===== config.mk =====
export PLATFORM = sky130hd
export DESIGN_NAME = eci_ctrl
export DESIGN_NICKNAME = d
export VERILOG_FILES = /design/src/core/eci_pkg.sv /design/src/core/eci_inject_field.sv /design/src/core/eci_err_class.sv /design/src/core/eci_ctrl.sv
export VERILOG_INCLUDE_DIRS = /design/src /design/src/core
export SDC_FILE = /design/constraint.sdc
export NUM_CORES = 1
export LEC_CHECK = 0
export ABC_AREA = 1
export BUFFER_PORTS_ARGS = -buffer_cell sky130_fd_sc_hd__buf_2
export CAP_MARGIN = 20
export CORE_MARGIN = 2
export CORE_UTILIZATION = 25
export DETAILED_ROUTE_END_ITERATION = 10
export GPL_ROUTABILITY_DRIVEN = 1
export PLACE_DENSITY_LB_ADDON = 0.2
export SETUP_SLACK_MARGIN = 0.3
export SKIP_LAST_GASP = 1
export SLEW_MARGIN = 20
export SYNTH_ARGS = -nofsm -noshare
export SYNTH_HDL_FRONTEND = slang
export SYNTH_SLANG_ARGS = --single-unit

===== constraint.sdc =====
create_clock -name clk_i -period 1.8 [get_ports clk_i]
set_input_delay 0.45 -clock clk_i [delete_from_list [all_inputs] [get_ports clk_i]]
set_output_delay 0.45 -clock clk_i [all_outputs]
set_load 0.02 [all_outputs]

===== src/core/eci_defines.svh =====
// Offsets, field positions and reset values of the ECC control block.
`ifndef ECI_DEFINES_SVH
`define ECI_DEFINES_SVH

// ==========================================================
// Register byte offsets
`define ECI_ADR_CONFIG 8'h00
`define ECI_ADR_INJECT 8'h04
`define ECI_ADR_STATUS 8'h08

// ==========================================================
// Field positions
`define ECI_CFG_EN_BIT 0
`define ECI_INJ_ICACHE_TAG_INJECT_FIELD_LSB 0
`define ECI_INJ_ICACHE_DATA_INJECT_FIELD_LSB 2
`define ECI_INJ_RF_LSB 4
`define ECI_INJ_DCACHE_TAG_INJECT_FIELD_LSB 6
`define ECI_INJ_DATA_COUPLED_MEM_LSB 8
`define ECI_ST_CORR_LSB 0
`define ECI_ST_UNCORR_LSB 8
`define ECI_ST_HINT_BIT 16
`define ECI_ST_CNT_LSB 24

// ==========================================================
// Error sources
`define ECI_SRC_ICACHE_TAG_INJECT_FIELD 0
`define ECI_SRC_ICACHE_DATA_INJECT_FIELD 1
`define ECI_SRC_RF 2
`define ECI_SRC_DCACHE_TAG_INJECT_FIELD 3
`define ECI_SRC_DATA_COUPLED_MEM 4
`define ECI_SRC_INSTR_COUPLED_MEM 5
`define ECI_NSRC 6

// ==========================================================
// Reset values and fixed codes
`define ECI_CFG_EN_RST 1'h0
`define ECI_INJ_RST 2'h0
`define ECI_CNT_MAX 8'hff
`define ECI_RF_ZERO 5'h00

`endif


===== src/core/eci_pkg.sv =====
// Types shared by the ECC control block.
package eci_pkg;
    typedef enum logic [1:0] {
        inject_none = 2'h0,
        inject_single = 2'h1,
        inject_double = 2'h2
    } eci_inject_type;
    typedef logic [7:0] eci_addr_type;
endpackage


===== src/core/eci_inject_field.sv =====
// One self-clearing injection field and its bit flip pattern.
`timescale 1ns/1ps
`include "eci_defines.svh"
module eci_inject_field #(
    parameter int FLIP_W = 32
) (
    // Clock and reset
    input wire logic clk_i,
    input wire logic rst_i,
    // Software write of the field
    input wire logic wr_i,
    input wire logic [1:0] wr_val_i,
    // Qualified RAM write that takes the injection
    input wire logic trig_i,
    // Field state and flip pattern for the write in flight
    output eci_pkg::eci_inject_type field_o,
    output logic [FLIP_W-1:0] flip_o
);
    import eci_pkg::*;

    generate
        if (FLIP_W < 2) begin : g_chk
            $error("eci_inject_field needs FLIP_W of at least 2");
        end
    endgenerate

    eci_inject_type field_r;
    eci_inject_type field_nxt;

    // ==========================================================
    // Next field value
    always_comb begin
        field_nxt = field_r;
        if (wr_i) begin
            // The unused code arms nothing.
            case (wr_val_i)
                2'h1: field_nxt = inject_single;
                2'h2: field_nxt = inject_double;
                default: field_nxt = inject_none;
            endcase
        end else if (trig_i && field_r != inject_none) begin
            field_nxt = inject_none;
        end
    end

    always_ff @(posedge clk_i) begin
        if (rst_i) begin
            field_r <= inject_none;
        end else begin
            field_r <= field_nxt;
        end
    end

    // ==========================================================
    // Flip pattern, applied to the stored word and check bits
    always_comb begin
        flip_o = '0;
        if (trig_i && field_r == inject_single) begin
            flip_o[0] = 1'b1;
        end else if (trig_i && field_r == inject_double) begin
            flip_o[1:0] = 2'h3;
        end
    end

    assign field_o = field_r;
endmodule


===== src/core/eci_err_class.sv =====
// Classifies one RAM's decoder result into correctable and uncorrectable events.
`timescale 1ns/1ps
`include "eci_defines.svh"
module eci_err_class (
    // Clock and reset
    input wire logic clk_i,
    input wire logic rst_i,
    // Checking enable and line valid qualifier
    input wire logic en_i,
    input wire logic qual_i,
    // Decoder flags on the read in flight
    input wire logic sb_i,
    input wire logic db_i,
    // Registered event pulses
    output logic corr_o,
    output logic uncorr_o
);
    logic corr_r;
    logic corr_nxt;
    logic uncorr_r;
    logic uncorr_nxt;

    // ==========================================================
    // Event classification
    always_comb begin
        corr_nxt = en_i && qual_i && sb_i && !db_i;
        uncorr_nxt = en_i && qual_i && db_i;
    end

    always_ff @(posedge clk_i) begin
        if (rst_i) begin
            corr_r <= 1'b0;
            uncorr_r <= 1'b0;
        end else begin
            corr_r <= corr_nxt;
            uncorr_r <= uncorr_nxt;
        end
    end

    assign corr_o = corr_r;
    assign uncorr_o = uncorr_r;
endmodule


===== src/core/eci_ctrl.sv =====
// ECC control, error injection and event reporting with a Wishbone register slave.
//
// The implementer's own choices: the Wishbone interface to the registers and the address map.
`timescale 1ns/1ps
`include "eci_defines.svh"
module eci_ctrl #(
    parameter int TAG_W = 24,
    parameter int DATA_W = 32,
    parameter int RF_W = 32,
    parameter int DCACHE_TAG_INJECT_FIELD_W = 24,
    parameter int DATA_COUPLED_MEM_W = 32
) (
    // Clock and reset
    input wire logic clk_i,
    input wire logic rst_i,
    // Wishbone slave
    input wire logic wb_cyc_i,
    input wire logic wb_stb_i,
    input wire logic wb_we_i,
    input wire eci_pkg::eci_addr_type wb_adr_i,
    input wire logic [3:0] wb_sel_i,
    input wire logic [31:0] wb_dat_i,
    output logic [31:0] wb_dat_o,
    output logic wb_ack_o,
    // Core state
    input wire logic in_handler_i,
    // RAM write strobes that may take an injection
    input wire logic ic_fill_tag_we_i,
    input wire logic ic_fill_data_we_i,
    input wire logic rf_we_i,
    input wire logic [4:0] rf_waddr_i,
    input wire logic dc_tag_dirty_we_i,
    input wire logic data_coupled_mem_we_i,
    // Flip patterns applied to those writes
    output logic [TAG_W-1:0] ic_tag_flip_o,
    output logic [DATA_W-1:0] ic_data_flip_o,
    output logic [RF_W-1:0] rf_flip_o,
    output logic [DCACHE_TAG_INJECT_FIELD_W-1:0] dc_tag_flip_o,
    output logic [DATA_COUPLED_MEM_W-1:0] data_coupled_mem_flip_o,
    // Decoder flags from the RAM reads
    input wire logic ic_line_valid_i,
    input wire logic ic_tag_sb_i,
    input wire logic ic_tag_db_i,
    input wire logic ic_data_sb_i,
    input wire logic ic_data_db_i,
    input wire logic rf_a_sb_i,
    input wire logic rf_a_db_i,
    input wire logic dc_tag_sb_i,
    input wire logic dc_tag_db_i,
    input wire logic data_coupled_mem_sb_i,
    input wire logic data_coupled_mem_db_i,
    input wire logic instr_coupled_mem_sb_i,
    input wire logic instr_coupled_mem_db_i,
    // Checking, correction and exception outputs
    output logic ecc_check_en_o,
    output logic instr_coupled_mem_fix_we_o,
    output logic ecc_exc_o,
    output logic [12:0] ecc_event_o
);
    import eci_pkg::*;

    generate
        if (TAG_W < 2 || DATA_W < 2 || RF_W < 2 || DCACHE_TAG_INJECT_FIELD_W < 2 || DATA_COUPLED_MEM_W < 2) begin : g_chk
            $error("eci_ctrl flip widths must be at least 2");
        end
    endgenerate

    // ==========================================================
    // Bus decode
    logic acc;
    logic wr_cfg;
    logic wr_inj_lo;
    logic wr_inj_hi;
    logic wr_st;
    logic ack_r;
    logic ack_nxt;
    logic [31:0] dat_r;
    logic [31:0] dat_nxt;

    // A request is taken in the cycle its strobe is seen with no ack pending.
    assign acc = wb_cyc_i && wb_stb_i && !ack_r;

    always_comb begin
        wr_cfg = 1'b0;
        wr_inj_lo = 1'b0;
        wr_inj_hi = 1'b0;
        wr_st = 1'b0;
        if (acc && wb_we_i && wb_adr_i == `ECI_ADR_CONFIG) begin
            wr_cfg = wb_sel_i[0];
        end else if (acc && wb_we_i && wb_adr_i == `ECI_ADR_INJECT) begin
            wr_inj_lo = wb_sel_i[0];
            wr_inj_hi = wb_sel_i[1];
        end else if (acc && wb_we_i && wb_adr_i == `ECI_ADR_STATUS) begin
            wr_st = 1'b1;
        end
    end

    // ==========================================================
    // Enable register
    logic en_r;
    logic en_nxt;

    always_comb begin
        en_nxt = en_r;
        if (wr_cfg) begin
            en_nxt = wb_dat_i[`ECI_CFG_EN_BIT];
        end
    end

    always_ff @(posedge clk_i) begin
        if (rst_i) begin
            en_r <= `ECI_CFG_EN_RST;
        end else begin
            en_r <= en_nxt;
        end
    end

    // Only detection is gated; the encoders store check bits on every
    // write, so re-enabling or a plain rewrite of any RAM leaves it clean.
    assign ecc_check_en_o = en_r;

    // ==========================================================
    // Injection fields
    eci_inject_type f_icache_tag_inject_field;
    eci_inject_type f_icache_data_inject_field;
    eci_inject_type f_rf;
    eci_inject_type f_dcache_tag_inject_field;
    eci_inject_type f_data_coupled_mem;
    logic rf_trig;

    assign rf_trig = rf_we_i && (rf_waddr_i != `ECI_RF_ZERO);

    eci_inject_field #(.FLIP_W(TAG_W)) u_inj_icache_tag_inject_field (
        .clk_i(clk_i),
        .rst_i(rst_i),
        .wr_i(wr_inj_lo),
        .wr_val_i(wb_dat_i[`ECI_INJ_ICACHE_TAG_INJECT_FIELD_LSB +: 2]),
        .trig_i(ic_fill_tag_we_i),
        .field_o(f_icache_tag_inject_field),
        .flip_o(ic_tag_flip_o)
    );

    eci_inject_field #(.FLIP_W(DATA_W)) u_inj_icache_data_inject_field (
        .clk_i(clk_i),
        .rst_i(rst_i),
        .wr_i(wr_inj_lo),
        .wr_val_i(wb_dat_i[`ECI_INJ_ICACHE_DATA_INJECT_FIELD_LSB +: 2]),
        .trig_i(ic_fill_data_we_i),
        .field_o(f_icache_data_inject_field),
        .flip_o(ic_data_flip_o)
    );

    eci_inject_field #(.FLIP_W(RF_W)) u_inj_rf (
        .clk_i(clk_i),
        .rst_i(rst_i),
        .wr_i(wr_inj_lo),
        .wr_val_i(wb_dat_i[`ECI_INJ_RF_LSB +: 2]),
        .trig_i(rf_trig),
        .field_o(f_rf),
        .flip_o(rf_flip_o)
    );

    eci_inject_field #(.FLIP_W(DCACHE_TAG_INJECT_FIELD_W)) u_inj_dcache_tag_inject_field (
        .clk_i(clk_i),
        .rst_i(rst_i),
        .wr_i(wr_inj_lo),
        .wr_val_i(wb_dat_i[`ECI_INJ_DCACHE_TAG_INJECT_FIELD_LSB +: 2]),
        .trig_i(dc_tag_dirty_we_i),
        .field_o(f_dcache_tag_inject_field),
        .flip_o(dc_tag_flip_o)
    );

    // The instruction memory shares this RAM, so this is its only way in.
    eci_inject_field #(.FLIP_W(DATA_COUPLED_MEM_W)) u_inj_data_coupled_mem (
        .clk_i(clk_i),
        .rst_i(rst_i),
        .wr_i(wr_inj_hi),
        .wr_val_i(wb_dat_i[`ECI_INJ_DATA_COUPLED_MEM_LSB +: 2]),
        .trig_i(data_coupled_mem_we_i),
        .field_o(f_data_coupled_mem),
        .flip_o(data_coupled_mem_flip_o)
    );

    // ==========================================================
    // Error classification
    logic [`ECI_NSRC-1:0] sb_v;
    logic [`ECI_NSRC-1:0] db_v;
    logic [`ECI_NSRC-1:0] qual_v;
    logic [`ECI_NSRC-1:0] corr_v;
    logic [`ECI_NSRC-1:0] uncorr_v;

    assign sb_v = {instr_coupled_mem_sb_i, data_coupled_mem_sb_i, dc_tag_sb_i, rf_a_sb_i, ic_data_sb_i, ic_tag_sb_i};
    assign db_v = {instr_coupled_mem_db_i, data_coupled_mem_db_i, dc_tag_db_i, rf_a_db_i, ic_data_db_i, ic_tag_db_i};
    // Only instruction cache reads carry a line valid qualifier.
    assign qual_v = {4'hf, ic_line_valid_i, ic_line_valid_i};

    genvar gi;
    generate
        for (gi = 0; gi < `ECI_NSRC; gi++) begin : g_cls
            eci_err_class u_cls (
                .clk_i(clk_i),
                .rst_i(rst_i),
                .en_i(en_r),
                .qual_i(qual_v[gi]),
                .sb_i(sb_v[gi]),
                .db_i(db_v[gi]),
                .corr_o(corr_v[gi]),
                .uncorr_o(uncorr_v[gi])
            );
        end
    endgenerate

    // ==========================================================
    // Exception, loop hint and correction write
    logic hq_r;
    logic hq_nxt;
    logic hint;

    always_comb begin
        hq_nxt = in_handler_i;
    end

    always_ff @(posedge clk_i) begin
        if (rst_i) begin
            hq_r <= 1'b0;
        end else begin
            hq_r <= hq_nxt;
        end
    end

    // An uncorrectable read with checking on and, for the instruction cache, a valid line raises the exception a cycle later, inside a handler too.
    assign ecc_exc_o = |uncorr_v;
    assign hint = ecc_exc_o && hq_r;
    assign instr_coupled_mem_fix_we_o = corr_v[`ECI_SRC_INSTR_COUPLED_MEM];
    assign ecc_event_o = {hint, uncorr_v, corr_v};

    // ==========================================================
    // Sticky status and uncorrectable count
    logic [`ECI_NSRC-1:0] sc_r;
    logic [`ECI_NSRC-1:0] sc_nxt;
    logic [`ECI_NSRC-1:0] su_r;
    logic [`ECI_NSRC-1:0] su_nxt;
    logic sh_r;
    logic sh_nxt;
    logic [7:0] cnt_r;
    logic [7:0] cnt_nxt;

    always_comb begin
        sc_nxt = sc_r;
        su_nxt = su_r;
        sh_nxt = sh_r;
        cnt_nxt = cnt_r;
        if (wr_st && wb_sel_i[0]) begin
            sc_nxt = sc_nxt & ~wb_dat_i[`ECI_ST_CORR_LSB +: `ECI_NSRC];
        end
        if (wr_st && wb_sel_i[1]) begin
            su_nxt = su_nxt & ~wb_dat_i[`ECI_ST_UNCORR_LSB +: `ECI_NSRC];
        end
        if (wr_st && wb_sel_i[2] && wb_dat_i[`ECI_ST_HINT_BIT]) begin
            sh_nxt = 1'b0;
        end
        if (wr_st && wb_sel_i[3]) begin
            cnt_nxt = 8'h00;
        end
        // New events win over a clear in the same cycle.
        sc_nxt = sc_nxt | corr_v;
        su_nxt = su_nxt | uncorr_v;
        sh_nxt = sh_nxt | hint;
        // Counting from the cleared value lets an event in the clear cycle survive.
        if (ecc_exc_o && cnt_nxt != `ECI_CNT_MAX) begin
            cnt_nxt = cnt_nxt + 8'h01;
        end
    end

    always_ff @(posedge clk_i) begin
        if (rst_i) begin
            sc_r <= '0;
            su_r <= '0;
            sh_r <= 1'b0;
            cnt_r <= 8'h00;
        end else begin
            sc_r <= sc_nxt;
            su_r <= su_nxt;
            sh_r <= sh_nxt;
            cnt_r <= cnt_nxt;
        end
    end

    // ==========================================================
    // Read data and acknowledge
    always_comb begin
        ack_nxt = acc;
        dat_nxt = 32'h0000_0000;
        if (acc && !wb_we_i && wb_adr_i == `ECI_ADR_CONFIG) begin
            dat_nxt[`ECI_CFG_EN_BIT] = en_r;
        end else if (acc && !wb_we_i && wb_adr_i == `ECI_ADR_INJECT) begin
            dat_nxt[`ECI_INJ_ICACHE_TAG_INJECT_FIELD_LSB +: 2] = f_icache_tag_inject_field;
            dat_nxt[`ECI_INJ_ICACHE_DATA_INJECT_FIELD_LSB +: 2] = f_icache_data_inject_field;
            dat_nxt[`ECI_INJ_RF_LSB +: 2] = f_rf;
            dat_nxt[`ECI_INJ_DCACHE_TAG_INJECT_FIELD_LSB +: 2] = f_dcache_tag_inject_field;
            dat_nxt[`ECI_INJ_DATA_COUPLED_MEM_LSB +: 2] = f_data_coupled_mem;
        end else if (acc && !wb_we_i && wb_adr_i == `ECI_ADR_STATUS) begin
            dat_nxt[`ECI_ST_CORR_LSB +: `ECI_NSRC] = sc_r;
            dat_nxt[`ECI_ST_UNCORR_LSB +: `ECI_NSRC] = su_r;
            dat_nxt[`ECI_ST_HINT_BIT] = sh_r;
            dat_nxt[`ECI_ST_CNT_LSB +: 8] = cnt_r;
        end
    end

    always_ff @(posedge clk_i) begin
        if (rst_i) begin
            ack_r <= 1'b0;
            dat_r <= 32'h0000_0000;
        end else begin
            ack_r <= ack_nxt;
            dat_r <= dat_nxt;
        end
    end

    assign wb_ack_o = ack_r;
    assign wb_dat_o = dat_r;
endmodule


==> Word-level counts from Yosys, hierarchy flattened <==
Index checks and enable logic that the tools add are counted.
{ "totals": {"ff_bits": 78, "latchBits": 0, "mem_bits_rw": 0, "romBits": 0, "in_bits": 73, "out_inout_bits": 193, "elab_cells": 186, "mem_count": 0} }
{ "classes": {"n_addsub": 1, "multipliers": 0, "div": 0, "order_cmp": 0, "eq_ne": 23, "shifts": 0, "n_mux": 48, "n_bitwise": 9, "n_reduce_logical": 76} }
{ "op_table": {"columns": ["op", "count"], "rows": [
  ["1-bit logical AND", 52],
  ["2-bit 2-to-1 mux", 16],
  ["6-bit 2-to-1 mux", 5],
  ["2-bit by 1-bit == test with 1-bit output, second input constant", 10],
  ["2-bit == test, second input constant", 10],
  ["1-bit 2-to-1 mux", 20],
  ["2-bit case mux with 2 select lines", 5],
  ["2-bit nonzero test", 10],
  ["8-bit 2-to-1 mux", 2],
  ["6-bit bitwise AND", 2],
  ["6-bit inverter", 2],
  ["6-bit bitwise OR", 2],
  ["8-bit by 1-bit adder with 8-bit output, second input constant", 1],
  ["8-bit by 3-bit == test with 1-bit output, second input constant", 1],
  ["8-bit by 4-bit == test with 1-bit output, second input constant", 1],
  ["1-bit logical NOT", 8],
  ["8-bit logical NOT", 1],
  ["8-bit inequality test, second input constant", 1],
  ["6-bit OR reduction", 1],
  ["5-bit nonzero test", 1],
  ["4-bit OR reduction", 1],
  ["3-bit OR reduction", 1],
  ["1-bit inverter", 2],
  ["2-bit OR reduction", 1],
  ["1-bit bitwise OR", 1]
]} }

==> Longest topological paths before layout <==
{ "logic_depth": {"ltp_word": 12, "depth_mapped": 11, "mapped_depth_nobuf": 11} }

==> Modules after synthesis <==
From an unflattened synthesis, not the netlist that was laid out.
{ "hier_totals": {"cells_unflattened": 538, "area_unflattened_um2": 3962.6} }
{ "modules_own_cells": {"columns": ["mod", "instances", "cells_each", "area_per_inst_um2", "seq_area_each_um2"], "rows": [
  ["eci_ctrl", 1, 265, 1986.9, 940.9],
  ["eci_inject_field at u_inj_data_coupled_mem ...", 3, 47, 336.6, 40.0],
  ["eci_inject_field at u_inj_dcache_tag_inject_field ...", 2, 39, 276.5, 40.0],
  ["eci_err_class", 6, 9, 68.8, 40.0]
]} }

==> Worst setup path after synthesis <==
Ideal clock, no wire load.
{ "synth_timing": {"path_type": "register to output", "from": "register g_cls[1].u_cls.uncorr_r", "to": "output ecc_event_o[12]", "arrival_ns": 1.229, "t_required_ns": 1.350, "slack_ns": 0.121, "path_stages_with_launch": 8, "path_buffers": 1, "path_cell_list": "dfxtp_1 > inv_1 > nand2_1 > nor2_1 > nand3_1 > nand2_1 > inv_1 > buf_4"} }
{ "synth_between": {"elab_chain_len": 2} }
{ "synth_lines": {"columns": ["element", "line", "text"], "rows": [
  ["from (decl)", "eci_err_class.sv:20", "logic uncorr_r;"],
  ["from (signal assigned)", "eci_err_class.sv:36", "uncorr_r <= uncorr_nxt;"],
  ["6-bit OR reduction", "eci_ctrl.sv:232", "assign ecc_exc_o = |uncorr_v;"],
  ["net ecc_exc_o", "eci_ctrl.sv:57", "output logic ecc_exc_o,"],
  ["1-bit logical AND", "eci_ctrl.sv:233", "assign hint = ecc_exc_o && hq_r;"],
  ["to (decl)", "eci_ctrl.sv:58", "output logic [12:0] ecc_event_o"]
]} }
The timed path passes the listed nets, and every way through them passes these cells.

==> Worst setup path in the final report <==
{ "layout_timing": {"from": "register g_cls[3].u_cls.uncorr_r", "to": "output ecc_event_o[12]"} }
{ "layout_between": {"elab_chain_len": 2} }
{ "layout_lines": {"columns": ["element", "line"], "rows": [
  ["from (decl)", "eci_err_class.sv:20"],
  ["from (signal assigned)", "eci_err_class.sv:36"],
  ["6-bit OR reduction", "eci_ctrl.sv:232"],
  ["1-bit logical AND", "eci_ctrl.sv:233"]
]} }
No other way between the ends.

==> results_tabular.tex <==
\begin{tabular}{lr}
\hline
Metric & Value \\
\hline
\multicolumn{2}{l}{\textbf{Setup path}} \\
Crit Path Max Fanout & 3 \\
Type of destination of the critical path & output port \\
Total buffers and inverters traversed by the critical path & 3 \\
Top Family by Delay on Critical Path & simple AND/OR/NAND/NOR gates \\
Launching element type of the critical path & flip-flop \\
Crit path kind & flip-flop to output port \\
Slowest cell delay on critical path & 0.32 ns \\
Required arrival time at the worst endpoint & 1.35 ns \\
Most frequent CP cell & sky130\_fd\_sc\_hd\_\_inv\_2 \\
Critical Path Slowest Stage Cell & sky130\_fd\_sc\_hd\_\_dfxtp\_2 \\
Worst EP arrival & 1.24 ns \\
Cells along the critical path & inv\_2, nand2\_2, nor2\_4, nand3\_4, nand2\_4, inv\_2, buf\_6 \\
\multicolumn{2}{l}{\textbf{Route}} \\
DRC Markers & 0 \\
Average wire per standard cell & 11.3 um \\
Initial detailed-routing violation count & 145 \\
WL final & 9.95 mm \\
Via count & 3209 \\
Routed Antenna Nets & 0 \\
Vias per cell & 3.65 \\
Detailed-routing iteration count for the pre-antenna-repair pass & 4 \\
\multicolumn{2}{l}{\textbf{Pwr}} \\
Total power density per cell area & 745 nW/um2 \\
Leakage Power & 0.00240 uW \\
Total power & 3760 uW \\
Highest ir drop seen on vdd & 0.413 mV \\
\multicolumn{2}{l}{\textbf{Synth}} \\
Synth Cell Area & 4020 um2 \\
Count of yosys warnings during synthesis & 0 \\
Number of distinct library cell variants in the gate-level netlist after synthesis & 34 \\
Share of synthesized area occupied by flip-flops and latches & 0.344 \\
Seq cells post-synth & 69 \\
Post-synthesis average cell area & 7.74 um2 \\
Synthesized netlist cell count & 519 \\
\multicolumn{2}{l}{\textbf{Global routing}} \\
Maximum number of pins on one net before global-route repair & 33 \\
Global-route wire length before repair & 14.2 mm \\
Total congestion overflow & 0 \\
Number of antenna violations at the first check in global routing & 0 \\
Total Routing Usage GR & 0.112 \\
Vias in the first global route & 2863 \\
\multicolumn{2}{l}{\textbf{Timing}} \\
Fin crit share & 0.937 \\
Final setup violation count & 0 \\
Smallest setup slack after layout & 0.113 ns \\
Setup repair after global routing missed its margin & true \\
Final Max Slew Viols & 0 \\
Fmax & 0.593 GHz \\
Final Critical Period & 1.69 ns \\
Clock tree skew after final layout & 0.00442 ns \\
Sum of negative setup slack & 0 ns \\
Final hold viol count & 0 \\
\multicolumn{2}{l}{\textbf{Placed design}} \\
Weighted congestion reported at the end of routability-driven placement & 0.682 \\
HPWL after detailed placement & 7.68 mm \\
DP Worst Slack & 0.0107 ns \\
Buffers added on ports & 105 \\
\multicolumn{2}{l}{\textbf{Final layout}} \\
Filler cells & 1758 \\
Fraction of final layout cells with drive strength greater than 1 & 0.364 \\
Synthesis-to-finish area growth & 25.8\% \\
Final antenna diode count & 0 \\
Nets@finish & 731 \\
\multicolumn{2}{l}{\textbf{Clocking}} \\
Clk sink count & 69 \\
CTS HTree Levels & 3 \\
Number of buffers on the longest clock path & 2 \\
Clock-pin slew on the worst setup and hold paths & 0.05 ns \\
Clock root buffer & sky130\_fd\_sc\_hd\_\_clkbuf\_16 \\
TritonCTS clock tree & done \\
Total CTS buffers & 9 \\
CTS hold repair buffers & 0 \\
Insertion delay of the later-clocked pin in the worst-skew pair & 0.34 ns \\
\multicolumn{2}{l}{\textbf{Floorplanning}} \\
Area of the die & 17100 um2 \\
Floorplan core area & 15800 um2 \\
Die X & 131 um \\
FP Rows & 46 \\
Starting density of the core & 0.255 \\
Die height & 131 um \\
I/O pin total & 266 \\
\multicolumn{2}{l}{\textbf{Job}} \\
Max-Cap Viols & 0 \\
\multicolumn{2}{l}{\textbf{Status}} \\
Outcome & complete, no violations \\
\multicolumn{2}{l}{\textbf{Worst hold path}} \\
Class of the tightest hold or removal check & input pin to flip-flop \\
\hline
\end{tabular}
==> cell usage after synthesis (all sizes together) <==
| master | count | area, um2 |
|---|---|---|
| inv | 63 | 236 |
| dfxtp | 69 | 1380 |
| nor4 | 1 | 12.5 |
| o21a | 2 | 15.0 |
| nor3 | 4 | 31.3 |
| conb | 1 | 3.75 |
| nor2 | 52 | 244 |
| o211ai | 2 | 15.0 |
| nand2 | 50 | 210 |
| nand3 | 44 | 270 |
| nor3b | 5 | 37.5 |
| a31oi | 1 | 6.26 |
| nand4 | 5 | 46.3 |
| clkbuf | 5 | 18.8 |
| o21ai | 19 | 95.1 |
| buf | 159 | 1190 |
| a311oi | 1 | 8.76 |
| clkinv | 1 | 3.75 |
| a21oi | 33 | 173 |
| a21boi | 2 | 15.0 |
==> sequential cells by signal, indices dropped and copies added, names as in the netlist, 2 cells and up <==
| name | cells |
|---|---|
| g_cls.u_cls.corr_o | 6 |
| wb_dat_o | 23 |
| u_inj_icache_data_inject_field.field_o | 2 |
| u_inj_icache_tag_inject_field.field_o | 2 |
| sc_r | 6 |
| cnt_r | 8 |
| u_inj_dcache_tag_inject_field.field_o | 2 |
| g_cls.u_cls.uncorr_o | 6 |
| su_r | 6 |
| u_inj_data_coupled_mem.field_o | 2 |
| u_inj_rf.field_o | 2 |
==> worst paths after layout <==
check | startpoint | endpoint | slack (ns) | depth (start not counted)
setup / recovery | g_cls[3].u_cls.uncorr_o$_SDFF_PP0_ | ecc_event_o[12] | 0.11 | 7
hold / removal | instr_coupled_mem_db_i | g_cls[5].u_cls.corr_o$_SDFF_PP0_ | 0.29 | 2
setup reg to reg | g_cls[3].u_cls.uncorr_o$_SDFF_PP0_ | cnt_r[3]$_SDFF_PP0_ | 0.26 | 11
hold reg to reg | su_r[3]$_SDFF_PP0_ | wb_dat_o[11]$_SDFF_PP0_ | 0.43 | 2
==> cells in the final DEF, fill, tap and decap left out, types with 2 or more instances in the layout <==
cell and n:
sky130_fd_sc_hd__conb_1 143, sky130_fd_sc_hd__buf_2 95, sky130_fd_sc_hd__dfxtp_1 54, sky130_fd_sc_hd__inv_1 51, sky130_fd_sc_hd__buf_4 46, sky130_fd_sc_hd__nor2_1 40
sky130_fd_sc_hd__nand2_1 39, sky130_fd_sc_hd__nand3_1 34, sky130_fd_sc_hd__a21oi_1 25, sky130_fd_sc_hd__inv_2 11, sky130_fd_sc_hd__clkbuf_16 9, sky130_fd_sc_hd__buf_6 9
sky130_fd_sc_hd__o21ai_0 8, sky130_fd_sc_hd__o21ai_1 8, sky130_fd_sc_hd__dfxtp_2 8, sky130_fd_sc_hd__a21oi_2 7, sky130_fd_sc_hd__dfxtp_4 7, sky130_fd_sc_hd__nand2_2 6
sky130_fd_sc_hd__nor2_2 6, sky130_fd_sc_hd__nor2_4 5, sky130_fd_sc_hd__nand3_4 5, sky130_fd_sc_hd__nand3_2 5, sky130_fd_sc_hd__nor3b_1 5, sky130_fd_sc_hd__nand2_4 4
sky130_fd_sc_hd__nand4_1 4, sky130_fd_sc_hd__o21ai_4 3, sky130_fd_sc_hd__nor3_2 2, sky130_fd_sc_hd__o21a_1 2, sky130_fd_sc_hd__o211ai_1 2, sky130_fd_sc_hd__clkbuf_8 2
sky130_fd_sc_hd__clkinvlp_4 2
==> timing repair <==
item | in CTS | in global routing
gates resized for setup | 61 | 30
buffers inserted | 27 | 4
pin swaps | 12 | 12
setup endpoints to repair | 38 | 47
gates cloned | 0 | 0
==> through the flow <==
stage / hold slack [ns] / instance area [um2] / utilization / cells
after global routing: 0.284 / 5050 / 0.320 / 878
after global placement: 0.419 / 4250 / 0.270 / 832
after detailed placement: 0.423 / 4250 / 0.270 / 832
after floorplan: 0.408 / 4560 / - / 661
final: 0.295 / 5050 / 0.320 / 878
after CTS: 0.278 / 4910 / 0.311 / 874
==> kinds of logic after synthesis <==
group | after synthesis | share of synthesized area
other | 1 | 0.000934
and+or+nand+nor | 161 | 0.212
buffers and inverters | 228 | 0.361
DFF | 69 | 0.344
AOI/OAI and AO/OA | 60 | 0.0816
==> per-layer routing <==
| layer | up-vias | share of wire | GRT usage |
|---|---|---|---|
| met5 | - | 0 | 0 |
| met4 | 0 | 0.011 | 0.0413 |
| met3 | 10 | 0.082 | 0.0326 |
| met2 | 168 | 0.47 | 0.185 |
| met1 | 1417 | 0.43 | 0.139 |
| li1 | 1614 | - | - |
==> power by group <==
| group | switching (uW) | leakage, uW | internal, uW |
|---|---|---|---|
| combinational | 361 | 0.00170 | 72.6 |
| clock | 669 | 0.000141 | 1140 |
| sequential | 1.72 | 0.000566 | 1520 |
| total | 1030 | 0.00240 | 2730 |
==> area by class of cell <==
class / instances / area [um2] / area share
inverters: 64 / 243 / 0.0480
well taps: 216 / 270 / 0.0535
repair buffers: 150 / 922 / 0.182
multi-input cells: 364 / 1900 / 0.376
clock buffers: 12 / 256 / 0.0508
clock inverters: 3 / 45.0 / 0.00891
flip-flops and latches: 69 / 1420 / 0.281
Note: power is estimated with default switching activity, not from simulation.
